## src/periph_sysctl_defines.vh

```
// Purpose: Offsets, field positions, reset values and codes for the
//          peripheral clock, reset and access control block.
// Assumes: AXI4-Lite byte addresses, 32-bit data, one register per word.
// Notes:   Definitions only; included by bare name.
`ifndef PERIPH_SYSCTL_DEFINES_VH
`define PERIPH_SYSCTL_DEFINES_VH

// Register byte offsets
`define OFF_CLOCK_GATE   8'h00
`define OFF_SOFT_RESET   8'h04
`define OFF_GATE_LOCK    8'h08
`define OFF_RESET_CAUSE  8'h0C
`define OFF_RESET_TRIG   8'h10
`define OFF_ACCESS_CPU   8'h14
`define OFF_ACCESS_COP   8'h18
`define OFF_ACCESS_DMA   8'h1C

// Reset values
`define RST_CLOCK_GATE   32'h0000_0000
`define RST_SOFT_RESET   32'h0000_0000
`define RST_ACCESS       32'h0000_0000

// Lock register fields
`define LOCK_GATE_BIT    0
`define LOCK_SRST_BIT    1
`define LOCK_ACC_BIT     2

// Reset cause bit positions
`define CAUSE_POR        0
`define CAUSE_EXT        1
`define CAUSE_WDOG       2
`define CAUSE_SW         3

// Software system reset trigger key
`define SYS_RESET_KEY    32'h0000_A5A5

// Access qualifier codes
`define ACC_RW           2'h3
`define ACC_RO           2'h1

// AXI responses
`define RESP_OKAY        2'h0
`define RESP_SLVERR      2'h2

`endif

```

## src/access_filter.v

```verilog
// Purpose: Decodes per-master two-bit qualifiers into per-peripheral
//          read and write permissions, registered.
// Assumes: Qualifier word holds two bits per peripheral, peripheral 0 lowest.
// Notes:   Registered so the outputs start from flip-flops.
`include "periph_sysctl_defines.vh"

module access_filter #(
  parameter NP = 8
) (
  // Clock and reset
  input  wire            clk,
  input  wire            rst_n,
  // Qualifiers, two bits per peripheral
  input  wire [2*NP-1:0] qual,
  // Decoded permissions
  output reg  [NP-1:0]   rd_ok_r,
  output reg  [NP-1:0]   wr_ok_r
);

  integer i;
  reg [NP-1:0] rd_nxt;
  reg [NP-1:0] wr_nxt;

  // Only the read-write code passes writes; read-only passes reads, others block all
  always @* begin
    rd_nxt = {NP{1'b0}};
    wr_nxt = {NP{1'b0}};
    for (i = 0; i < NP; i = i + 1) begin
      wr_nxt[i] = (qual[2*i +: 2] == `ACC_RW);
      rd_nxt[i] = (qual[2*i +: 2] == `ACC_RW) || (qual[2*i +: 2] == `ACC_RO);
    end
  end

  // Permissions registered
  always @(posedge clk or negedge rst_n) begin
    if (!rst_n) begin
      rd_ok_r <= {NP{1'b0}};
      wr_ok_r <= {NP{1'b0}};
    end else begin
      rd_ok_r <= rd_nxt;
      wr_ok_r <= wr_nxt;
    end
  end

endmodule

```

## src/periph_clock_reset_access_ctrl.v

```verilog
// Purpose: Per-peripheral clock gating, soft reset, gating lock, reset
//          cause capture and per-master access filtering.
// Assumes: Single clock; AXI4-Lite register slave; request inputs synchronous.
// Notes:   Lock bits clear only on device reset. Access filter is registered.
`include "periph_sysctl_defines.vh"

// Overview of operation
// - Each peripheral clock gated off after reset
// - Lock freezes clock gating configuration
// - Locked registers writable again only after reset
// - Soft resets held while set, cleared on reset
// - Status register latches most recent reset cause
// - Software system reset triggerable internally and recorded
// - Per master, per peripheral access decision
// - Two-bit qualifier per master selects access
module periph_clock_reset_access_ctrl #(
  parameter NP = 8
) (
  // Clock and resets
  input  wire            clk,
  input  wire            rst_n,
  input  wire            power_on_reset_n,
  // Reset event sources outside this block
  input  wire            ext_reset_seen,
  input  wire            wdog_reset_seen,
  // AXI4-Lite write address
  input  wire [7:0]      s_awaddr,
  input  wire            s_awvalid,
  output reg             s_awready,
  // AXI4-Lite write data
  input  wire [31:0]     s_wdata,
  input  wire [3:0]      s_wstrb,
  input  wire            s_wvalid,
  output reg             s_wready,
  // AXI4-Lite write response
  output reg  [1:0]      s_bresp,
  output reg             s_bvalid,
  input  wire            s_bready,
  // AXI4-Lite read
  input  wire [7:0]      s_araddr,
  input  wire            s_arvalid,
  output reg             s_arready,
  output reg  [31:0]     s_rdata,
  output reg  [1:0]      s_rresp,
  output reg             s_rvalid,
  input  wire            s_rready,
  // Peripheral controls
  output reg  [NP-1:0]   periph_clk_en_r,
  output reg  [NP-1:0]   periph_reset_r,
  output reg             sys_reset_req_r,
  // Master access requests, one bit per peripheral
  input  wire [NP-1:0]   cpu_rd_req,
  input  wire [NP-1:0]   cpu_wr_req,
  input  wire [NP-1:0]   cop_rd_req,
  input  wire [NP-1:0]   cop_wr_req,
  input  wire [NP-1:0]   dma_rd_req,
  input  wire [NP-1:0]   dma_wr_req,
  // Granted accesses toward peripherals
  output reg  [NP-1:0]   cpu_rd_gnt_r,
  output reg  [NP-1:0]   cpu_wr_gnt_r,
  output reg  [NP-1:0]   cop_rd_gnt_r,
  output reg  [NP-1:0]   cop_wr_gnt_r,
  output reg  [NP-1:0]   dma_rd_gnt_r,
  output reg  [NP-1:0]   dma_wr_gnt_r
);

  // Control registers
  reg [NP-1:0]   peripheral_clock_gate_ctrl_r;
  reg [NP-1:0]   peripheral_soft_reset_ctrl_r;
  reg [2:0]      lock_r;
  reg [3:0]      reset_cause_status_r;
  reg [2*NP-1:0] acc_cpu_r;
  reg [2*NP-1:0] acc_cop_r;
  reg [2*NP-1:0] acc_dma_r;
  // Write channel capture
  reg            aw_held_r;
  reg            w_held_r;
  reg [7:0]      awaddr_r;
  reg [31:0]     wdata_r;
  reg [3:0]      wstrb_r;

  wire [NP-1:0] cpu_rd_ok;
  wire [NP-1:0] cpu_wr_ok;
  wire [NP-1:0] cop_rd_ok;
  wire [NP-1:0] cop_wr_ok;
  wire [NP-1:0] dma_rd_ok;
  wire [NP-1:0] dma_wr_ok;

  // Byte-lane merge used by the gate, soft reset and access registers
  function [31:0] merge;
    input [31:0] old;
    input [31:0] nw;
    input [3:0]  st;
    integer b;
    begin
      merge = old;
      for (b = 0; b < 4; b = b + 1) begin
        if (st[b]) merge[8*b +: 8] = nw[8*b +: 8];
      end
    end
  endfunction

  // Address known to the map
  function mapped;
    input [7:0] a;
    begin
      mapped = (a == `OFF_CLOCK_GATE) || (a == `OFF_SOFT_RESET) ||
               (a == `OFF_GATE_LOCK) || (a == `OFF_RESET_CAUSE) ||
               (a == `OFF_RESET_TRIG) || (a == `OFF_ACCESS_CPU) ||
               (a == `OFF_ACCESS_COP) || (a == `OFF_ACCESS_DMA);
    end
  endfunction

  wire do_wr = aw_held_r && w_held_r && !s_bvalid;

  // Byte-merged candidates; each register keeps only its own low bits
  wire [31:0] gate_mrg = merge({{(32-NP){1'b0}}, peripheral_clock_gate_ctrl_r},
                               wdata_r, wstrb_r);
  wire [31:0] srst_mrg = merge({{(32-NP){1'b0}}, peripheral_soft_reset_ctrl_r},
                               wdata_r, wstrb_r);
  wire [31:0] cpu_mrg  = merge({{(32-2*NP){1'b0}}, acc_cpu_r}, wdata_r, wstrb_r);
  wire [31:0] cop_mrg  = merge({{(32-2*NP){1'b0}}, acc_cop_r}, wdata_r, wstrb_r);
  wire [31:0] dma_mrg  = merge({{(32-2*NP){1'b0}}, acc_dma_r}, wdata_r, wstrb_r);

  // Address and data taken in either order, held until response issued
  always @(posedge clk or negedge rst_n) begin
    if (!rst_n) begin
      aw_held_r <= 1'b0;
      w_held_r  <= 1'b0;
      awaddr_r  <= 8'h00;
      wdata_r   <= 32'h0000_0000;
      wstrb_r   <= 4'h0;
      s_awready <= 1'b0;
      s_wready  <= 1'b0;
      s_bvalid  <= 1'b0;
      s_bresp   <= `RESP_OKAY;
    end else begin
      s_awready <= !aw_held_r && !s_awready && !s_bvalid;
      s_wready  <= !w_held_r && !s_wready && !s_bvalid;
      if (s_awvalid && s_awready) begin
        aw_held_r <= 1'b1;
        awaddr_r  <= s_awaddr;
        s_awready <= 1'b0;
      end
      if (s_wvalid && s_wready) begin
        w_held_r <= 1'b1;
        wdata_r  <= s_wdata;
        wstrb_r  <= s_wstrb;
        s_wready <= 1'b0;
      end
      if (do_wr) begin
        aw_held_r <= 1'b0;
        w_held_r  <= 1'b0;
        s_bvalid  <= 1'b1;
        s_bresp   <= mapped(awaddr_r) ? `RESP_OKAY : `RESP_SLVERR;
      end else if (s_bvalid && s_bready) begin
        s_bvalid <= 1'b0;
      end
    end
  end

  // Register writes; lock bits are sticky until device reset
  always @(posedge clk or negedge rst_n) begin
    if (!rst_n) begin
      peripheral_clock_gate_ctrl_r <= {NP{1'b0}};
      peripheral_soft_reset_ctrl_r <= {NP{1'b0}};
      lock_r                       <= 3'h0;
      acc_cpu_r                    <= {2*NP{1'b0}};
      acc_cop_r                    <= {2*NP{1'b0}};
      acc_dma_r                    <= {2*NP{1'b0}};
      sys_reset_req_r              <= 1'b0;
    end else begin
      sys_reset_req_r <= 1'b0;
      if (do_wr) begin
        if (awaddr_r == `OFF_CLOCK_GATE) begin
          if (!lock_r[`LOCK_GATE_BIT])
            peripheral_clock_gate_ctrl_r <= gate_mrg[NP-1:0];
        end else if (awaddr_r == `OFF_SOFT_RESET) begin
          if (!lock_r[`LOCK_SRST_BIT])
            peripheral_soft_reset_ctrl_r <= srst_mrg[NP-1:0];
        end else if (awaddr_r == `OFF_GATE_LOCK) begin
          lock_r <= lock_r | (wstrb_r[0] ? wdata_r[2:0] : 3'h0);
        end else if (awaddr_r == `OFF_RESET_TRIG) begin
          sys_reset_req_r <= (wdata_r == `SYS_RESET_KEY);
        end else if (awaddr_r == `OFF_ACCESS_CPU) begin
          if (!lock_r[`LOCK_ACC_BIT])
            acc_cpu_r <= cpu_mrg[2*NP-1:0];
        end else if (awaddr_r == `OFF_ACCESS_COP) begin
          if (!lock_r[`LOCK_ACC_BIT])
            acc_cop_r <= cop_mrg[2*NP-1:0];
        end else if (awaddr_r == `OFF_ACCESS_DMA) begin
          if (!lock_r[`LOCK_ACC_BIT])
            acc_dma_r <= dma_mrg[2*NP-1:0];
        end
      end
    end
  end

  // Cause register lives on power-on reset only so a warm reset keeps it.
  // Each new reset event replaces the old cause; a read-only register.
  always @(posedge clk or negedge power_on_reset_n) begin
    if (!power_on_reset_n) begin
      reset_cause_status_r <= 4'h1;
    end else if (ext_reset_seen) begin
      reset_cause_status_r <= 4'h2;
    end else if (wdog_reset_seen) begin
      reset_cause_status_r <= 4'h4;
    end else if (sys_reset_req_r) begin
      reset_cause_status_r <= 4'h8;
    end
  end

  // Read channel, one outstanding read
  always @(posedge clk or negedge rst_n) begin
    if (!rst_n) begin
      s_arready <= 1'b0;
      s_rvalid  <= 1'b0;
      s_rdata   <= 32'h0000_0000;
      s_rresp   <= `RESP_OKAY;
    end else begin
      s_arready <= !s_arready && !s_rvalid;
      if (s_arvalid && s_arready) begin
        s_arready <= 1'b0;
        s_rvalid  <= 1'b1;
        s_rresp   <= mapped(s_araddr) ? `RESP_OKAY : `RESP_SLVERR;
        if (s_araddr == `OFF_CLOCK_GATE)
          s_rdata <= {{(32-NP){1'b0}}, peripheral_clock_gate_ctrl_r};
        else if (s_araddr == `OFF_SOFT_RESET)
          s_rdata <= {{(32-NP){1'b0}}, peripheral_soft_reset_ctrl_r};
        else if (s_araddr == `OFF_GATE_LOCK)
          s_rdata <= {29'h0000_0000, lock_r};
        else if (s_araddr == `OFF_RESET_CAUSE)
          s_rdata <= {28'h000_0000, reset_cause_status_r};
        else if (s_araddr == `OFF_ACCESS_CPU)
          s_rdata <= {{(32-2*NP){1'b0}}, acc_cpu_r};
        else if (s_araddr == `OFF_ACCESS_COP)
          s_rdata <= {{(32-2*NP){1'b0}}, acc_cop_r};
        else if (s_araddr == `OFF_ACCESS_DMA)
          s_rdata <= {{(32-2*NP){1'b0}}, acc_dma_r};
        else
          s_rdata <= 32'h0000_0000;
      end else if (s_rvalid && s_rready) begin
        s_rvalid <= 1'b0;
      end
    end
  end

  // Clock enables and soft resets driven from flip-flops
  always @(posedge clk or negedge rst_n) begin
    if (!rst_n) begin
      periph_clk_en_r <= {NP{1'b0}};
      periph_reset_r  <= {NP{1'b0}};
    end else begin
      periph_clk_en_r <= peripheral_clock_gate_ctrl_r;
      periph_reset_r  <= peripheral_soft_reset_ctrl_r;
    end
  end

  // One qualifier decoder per master
  access_filter #(.NP(NP)) u_acc_cpu (
    .clk(clk), .rst_n(rst_n), .qual(acc_cpu_r), .rd_ok_r(cpu_rd_ok), .wr_ok_r(cpu_wr_ok));
  access_filter #(.NP(NP)) u_acc_cop (
    .clk(clk), .rst_n(rst_n), .qual(acc_cop_r), .rd_ok_r(cop_rd_ok), .wr_ok_r(cop_wr_ok));
  access_filter #(.NP(NP)) u_acc_dma (
    .clk(clk), .rst_n(rst_n), .qual(acc_dma_r), .rd_ok_r(dma_rd_ok), .wr_ok_r(dma_wr_ok));

  // Blocked requests never reach the peripheral, so it stays unchanged
  always @(posedge clk or negedge rst_n) begin
    if (!rst_n) begin
      cpu_rd_gnt_r <= {NP{1'b0}};
      cpu_wr_gnt_r <= {NP{1'b0}};
      cop_rd_gnt_r <= {NP{1'b0}};
      cop_wr_gnt_r <= {NP{1'b0}};
      dma_rd_gnt_r <= {NP{1'b0}};
      dma_wr_gnt_r <= {NP{1'b0}};
    end else begin
      cpu_rd_gnt_r <= cpu_rd_req & cpu_rd_ok;
      cpu_wr_gnt_r <= cpu_wr_req & cpu_wr_ok;
      cop_rd_gnt_r <= cop_rd_req & cop_rd_ok;
      cop_wr_gnt_r <= cop_wr_req & cop_wr_ok;
      dma_rd_gnt_r <= dma_rd_req & dma_rd_ok;
      dma_wr_gnt_r <= dma_wr_req & dma_wr_ok;
    end
  end

endmodule

```

## config.mk

```make
export PLATFORM = sky130hd
export DESIGN_NAME = periph_clock_reset_access_ctrl
export DESIGN_NICKNAME = d
export VERILOG_FILES = /design/src/access_filter.v /design/src/periph_clock_reset_access_ctrl.v
export VERILOG_INCLUDE_DIRS = /design/src
export SDC_FILE = /design/constraint.sdc
export NUM_CORES = 1
export LEC_CHECK = 0
export BUFFER_PORTS_ARGS = -buffer_cell sky130_fd_sc_hd__buf_2
export CAP_MARGIN = 40
export CORE_MARGIN = 5
export CORE_UTILIZATION = 45
export DETAILED_ROUTE_END_ITERATION = 10
export GPL_TIMING_DRIVEN = 0
export MAX_ROUTING_LAYER = met4
export PLACE_DENSITY = 0.77
export SLEW_MARGIN = 20
export SYNTH_ARGS = -nofsm -noshare
export SYNTH_HDL_FRONTEND = slang
export SYNTH_SLANG_ARGS = --single-unit
```

## constraint.sdc

```tcl
create_clock -name clk -period 2.4 [get_ports clk]
set_input_delay 0.12 -clock clk [delete_from_list [all_inputs] [get_ports clk]]
set_output_delay 0.12 -clock clk [all_outputs]
set_load 0.1 [all_outputs]
```

# ---- Word level (Yosys, flattened, before mapping)
# Cells that the tools add are included.
dict set report classes {
  eq_ne 63
  muxes 29
  n_bitwise 16
  n_reduce_logical 73
}
# cell n
set op_table {}
lappend op_table {{$mux 16} 7}
lappend op_table {{$eq 8x5->1 const B} 8}
lappend op_table {{$and 8x8->8} 6}
lappend op_table {{$eq 2x1->1 const B} 24}
lappend op_table {{$eq 2x2->1 const B} 24}
lappend op_table {{$logic_or 1x1->1} 38}
lappend op_table {{$eq 32x16->1 const B} 1}
lappend op_table {{$eq 8x4->1 const B} 4}
lappend op_table {{$reduce_and 10->1} 2}
lappend op_table {{$reduce_and 9->1} 2}
lappend op_table {{$eq 8x3->1 const B} 2}
lappend op_table {{$logic_not 8->1} 2}
lappend op_table {{$mux 1} 16}
lappend op_table {{$reduce_and 8->1} 2}
lappend op_table {{$logic_and 1x1->1} 12}
lappend op_table {{$mux 4} 3}
lappend op_table {{$not 1->1} 9}
lappend op_table {{$reduce_and 4->1} 2}
lappend op_table {{$reduce_bool 2->1} 4}
lappend op_table {{$logic_not 1->1} 7}
lappend op_table {{$reduce_and 5->1} 1}
lappend op_table {{$mux 2} 2}
lappend op_table {{$mux 3} 1}
lappend op_table {{$or 3x3->3} 1}
lappend op_table {{$reduce_bool 3->1} 1}
dict set report word_totals {
  regBits 269
  input_bits 110
  elab_cells 219
}

# ---- Depth between registers and ports, before layout
dict set report logic_depth {
  depth_word 9
  mapped_depth 6
  mapped_depth_nobuf 4
}

# ---- Hierarchy
# A second synthesis with hierarchy kept.
dict set report unflattened {
  cells_unflattened 665
  hier_area_um2 9445.3
}
# module instances cells_per_inst area_per_inst_um2 seq_area_each_um2
set modules_own_cells {}
lappend modules_own_cells {periph_clock_reset_access_ctrl 1 569 8003.9 5081.1}
lappend modules_own_cells {access_filter 3 32 480.5 400.4}

# ---- Least setup slack after synthesis
# OpenSTA, ideal clock, no wires.
dict set report synth_timing {
  path_kind {register -> register}
  from {reg s_bvalid}
  to {reg peripheral_clock_gate_ctrl_r[0]}
  setup_time_ns 0.125
  arrival_time_ns 2.326
  required_time_ns 2.275
  path_slack_ns -0.050
  path_stages_with_launch 5
  path_cell_list {dfrtp_1 nand3b_1 nor4b_4 nor4b_4 mux2_2}
}
dict set report synth_between {
  elab_chain_cells 3
}
# element line_no
set synth_lines {}
lappend synth_lines {{start: declaration} periph_clock_reset_access_ctrl.v:37} ;# output reg s_bvalid,
lappend synth_lines {{start signal: assignment} periph_clock_reset_access_ctrl.v:135} ;# s_bvalid <= 1'b0;
lappend synth_lines {{start signal: assignment} periph_clock_reset_access_ctrl.v:154} ;# s_bvalid <= 1'b1;
lappend synth_lines {{start signal: assignment} periph_clock_reset_access_ctrl.v:157} ;# s_bvalid <= 1'b0;
lappend synth_lines {{$logic_not 1->1} periph_clock_reset_access_ctrl.v:114} ;# wire do_wr = aw_held_r && w_held_r && !s_bvalid;
lappend synth_lines {{$logic_and 1x1->1} periph_clock_reset_access_ctrl.v:114}
lappend synth_lines {{$reduce_and 4->1 (no line)} -}
lappend synth_lines {{end signal: assignment} periph_clock_reset_access_ctrl.v:165} ;# peripheral_clock_gate_ctrl_r <= {NP{1'b0}};
lappend synth_lines {{end signal: assignment} periph_clock_reset_access_ctrl.v:177} ;# peripheral_clock_gate_ctrl_r <= gate_mrg[NP-1:0];
lappend synth_lines {{end: declaration} periph_clock_reset_access_ctrl.v:68} ;# reg [NP-1:0] peripheral_clock_gate_ctrl_r;
# No other way between the ends.
# A chain may end at the register's enable or synchronous reset.

# ---- Final worst setup path
dict set report layout_timing {
  from {reg s_bvalid}
  to {reg acc_dma_r[6]}
}
dict set report layout_between {
  elab_chain_cells 3
}
# element line_no
set layout_lines {}
lappend layout_lines {{$logic_not 1->1} periph_clock_reset_access_ctrl.v:114}
lappend layout_lines {{$logic_and 1x1->1} periph_clock_reset_access_ctrl.v:114}
lappend layout_lines {{$reduce_and 10->1 (no line)} -}
lappend layout_lines {{end signal: assignment} periph_clock_reset_access_ctrl.v:170} ;# acc_dma_r <= {2*NP{1'b0}};
lappend layout_lines {{end signal: assignment} periph_clock_reset_access_ctrl.v:193} ;# acc_dma_r <= dma_mrg[2*NP-1:0];
lappend layout_lines {{end: declaration} periph_clock_reset_access_ctrl.v:74} ;# reg [2*NP-1:0] acc_dma_r;
# No other way between the ends.

==> metrics.md <==
| Metric | Value |
|---|---|
| Switching power total | between 3 and 4 mW |
| Routed vias | 6402 |
| Max-cap violations | 0 |
| Worst r2r src | s_bvalid |
| Critical path class | register to register |
| Hold Crit Depth | 3 |
| Mean Syn Cell Area | 14.1 µm² |
| Max-slew headroom | 0.491 |
| Worst skew pair latency | around 520 ps |
| Crit path arrival time | around 2600 ps |
| CP peak stage delay | approximately 440 ps |
| Slowest stage cell, crit path | dfrtp_2 |
| Setup Skew | between 10 and 15 ps |
| Core Util, Final | 0.617 |
| H-Tree Depth | 1 |
| Io pins | approximately 220 |
| Min-Delay Path Class | primary input to register |
| Final setup viols | 0 |
| DP Wirelength | approximately 15000 µm |
| CTS max path bufs | 3 |
| Root buffer cell | clkbuf_16 |
| Die width | around 160 µm |
| Worst hold slack | between 70 and 80 ps |
| CP cell instances | nand3b_1 -> nor3b_1 -> and3_1 -> buf_2 -> mux2_2 |
| Cells after Synth | about 670 |
| Crit path buf inv count | 1 |
| Most common cell in the netlist | dfrtp_1 |
| Area Overhead vs Synth | 36.1% |
| Mux cell area share after synthesis | 0.146 |
| Largest delay share family, worst path | simple AND/OR/NAND/NOR gates |
| Hold Fails Final Rpt | 0 |
| Clock share of power | 0.346 |
| Routed len/inst | about 18 µm |
| Die H | ~160 µm |
| Internal power | around 8.3 mW |
| Seq/Total Area, Yosys | 0.664 |
| Outcome | finished, final reports clean |
| Final WL | between 20000 and 25000 µm |
| Nets@finish | between 1000 and 1500 |
| Tmin final | about 2200 ps |
| CTS buffer count | 26 |
| Fin. max-slew vios | 0 |
| Total power | about 12 mW |
| Adder-cell share of the synthesized area | 0 |
| Yosys warning count | 0 |
| # clock sinks | between 200 and 300 |
| Synth Area in Compound Gates | 0.0509 |
| Worst setup SP type | register |
| Leak Pwr | between 6 and 7 nW |
| Die ar. | roughly 0.024 mm² |
| Worst-case reg-to-reg path depth | 5 |
| Drc violations | 0 |
| Worst setup EP type | register |
| Fillers | 1618 |
| Gr ovfl total | 0 |
| #FFs+latches synth | about 250 |
| Final ANT Viol Nets | 0 |
| First-pass GRT wire length | between 30000 and 40000 µm |
| Fin cells | ~1300 |
| Setup slack, reg-to-reg | approximately 180 ps |
| TritonRoute pass-1 iters | 4 |
| Starting DRC count in detailed routing | between 200 and 300 |
| Row cnt | between 50 and 60 |
| Core area | 0.0209 mm² |
| Vias in the first global route | 6807 |
| Slew @ Worst Pin | 761 ps |
| Sequential power share | 0.450 |
| Design Area, Final | around 0.013 mm² |
| P per Cell Area | about 940 mW/mm² |
| Area leader, netlist | dfrtp_1 |
| Initial antenna violation count | 3 |
| Top cells by count, synth | dfrtp_1 (250), mux2_2 (118), and2_1 (73) |
| Buffers added on ports | between 150 and 200 |
| CTS tree | done |
| Share of cells above drive strength 1 | 0.388 |
| Worst path required time | 2800 ps |
| XOR/XNOR share of the synthesized area | 0 |
| Via density per instance | between 4 and 5 |
| Effective utilization at floorplan | 0.453 |
| CTS clk-pin slew, worst paths | around 60 ps |
| Post-synth top area share | 0.661 |
| Comb power frac | 0.204 |
| Post-synthesis simple-gate area fraction | 0.102 |
| Switching Fraction | 0.316 |
| Number of flops mapped to enable cells by yosys | 0 |
| VDD IR max | 0.965 mV |
| Achievable frequency | 0.451 GHz |
| Async SR Flop Fraction | 1.00 |
| Unique masters post-synth | 46 |
| Main combinational cell family by area after synthesis | multiplexers |
| Dominant cells by area after synthesis | dfrtp_1 (66%), mux2_2 (14%), and2_1 (4.8%) |
| R2R Path End | acc_dma_r[6] |
| Placed cell area | ~0.011 mm² |
| Synthesized area | 0.00946 mm² |
| Crit path max fanout | 8 |
| Largest net degree at the start of global routing | slightly below 100 |
| Hold Crit Endpoint | s_rdata[2] |
| GR Util All Layers | 0.198 |
| Top FF cell, synth | dfrtp_1 |
| HP Start | s_araddr[4] |
| Placed Cells | 1160 |
| Period utilization | 0.925 |
| Routability-driven placement congestion ratio | roughly 0.8 |
metrics by stage:
| step | TNS [ps] | worst slack [ps] |
|---|---|---|
| finish | 0 | 180 |
| global route | -223 | -22.6 |
| CTS | 0 | 54.8 |
| detailed placement | 0 | 60.4 |
| global placement | -744300 | -3470 |
| floorplan | 0 | 172 |
cell families after synthesis:
logic type / after synthesis
other: 1
AND/OR/NAND/NOR: 157
flip-flops: 251
AO/OA/AOI/OAI: 67
buffers and inverters: 74
multiplexers: 122
state kept, by name, summed over array words and instances, names as in the netlist, 16 cells and up:
register,count
acc_dma_r,16
s_rdata,16
wdata_r,32
acc_cpu_r,16
acc_cop_r,16
metal layers:
metal  up-vias  part of all wire  track usage
li1       2977                 -            -
met1      3169              0.39        0.241
met2       218              0.51        0.337
met3        38             0.079       0.0442
met4         0             0.021       0.0530
met5         -                 0            -
cell usage in the layout (no fill, tap or decap), drive strengths merged, types with 4 or more instances in the layout:
| master | synthesis | layout |
|---|---|---|
| dfrtp | 250 | 250 |
| buf | 24 | 224 |
| mux2 | 118 | 118 |
| dlygate4sd3 | 0 | 100 |
| and2 | 73 | 73 |
| clkbuf | 38 | 72 |
| nand2 | 20 | 20 |
| conb | 1 | 18 |
| o21ai | 13 | 13 |
| inv | 12 | 13 |
| nor2 | 12 | 12 |
| nor3 | 12 | 12 |
| a21oi | 9 | 9 |
| a22oi | 8 | 8 |
| nand4 | 7 | 7 |
| and3 | 6 | 6 |
| o31ai | 6 | 6 |
| clkinv | 0 | 6 |
| nand2b | 5 | 5 |
| a2111oi | 5 | 5 |
| a31o | 4 | 4 |
| a21o | 4 | 4 |
| o221a | 4 | 4 |
| bufinv | 0 | 4 |
| nor4 | 4 | 4 |
| nor4b | 4 | 4 |
power by group through the flow:
stage	Clock, mW	Sequential (mW)	Combinational [mW]
after floorplan	0	6.08	1.02
after global placement	0	5.48	2.26
after detailed placement	0	5.50	2.33
after CTS	4.26	5.43	2.46
after global routing	4.46	5.54	2.63
final	4.19	5.45	2.48
cell type report:
type	count	area, µm²	area share
Multi-Input combinational cell	364	2910	0.226
Antenna cell	3	7.51	0.000583
Timing Repair Buffer	300	2080	0.162
Tap cell	275	344	0.0267
Sequential cell	251	6280	0.488
Clock buffer	34	732	0.0568
Clock inverter	12	170	0.0132
Buffer	62	305	0.0237
Inverter	12	45.0	0.00350
worst register-to-register path, stage by stage, from the launching register on:
cell      delay, ps
dfrtp_2         440
nand3b_1        380
nor3b_1         440
and3_1          200
buf_2           270
mux2_2          380
worst max path at each step:
stage,depth (start not counted),start,to,slack (ps)
final,5,s_bvalid,acc_dma_r[6],180
after global routing,5,s_bvalid,acc_cpu_r[0],-20
after CTS,4,s_bvalid,peripheral_clock_gate_ctrl_r[2],50
after detailed placement,4,s_bvalid,peripheral_clock_gate_ctrl_r[2],60
after global placement,1,rst_n,s_bvalid,-3470
after floorplan,4,s_bvalid,peripheral_clock_gate_ctrl_r[0],170
what timing repair did:
action,in CTS,in global routing
hold endpoints to repair,159,0
buffers inserted,0,3
resized for setup,0,1
setup endpoints to repair,0,32
hold buffers,100,0
No activity file was read; power rests on OpenSTA's default activity.
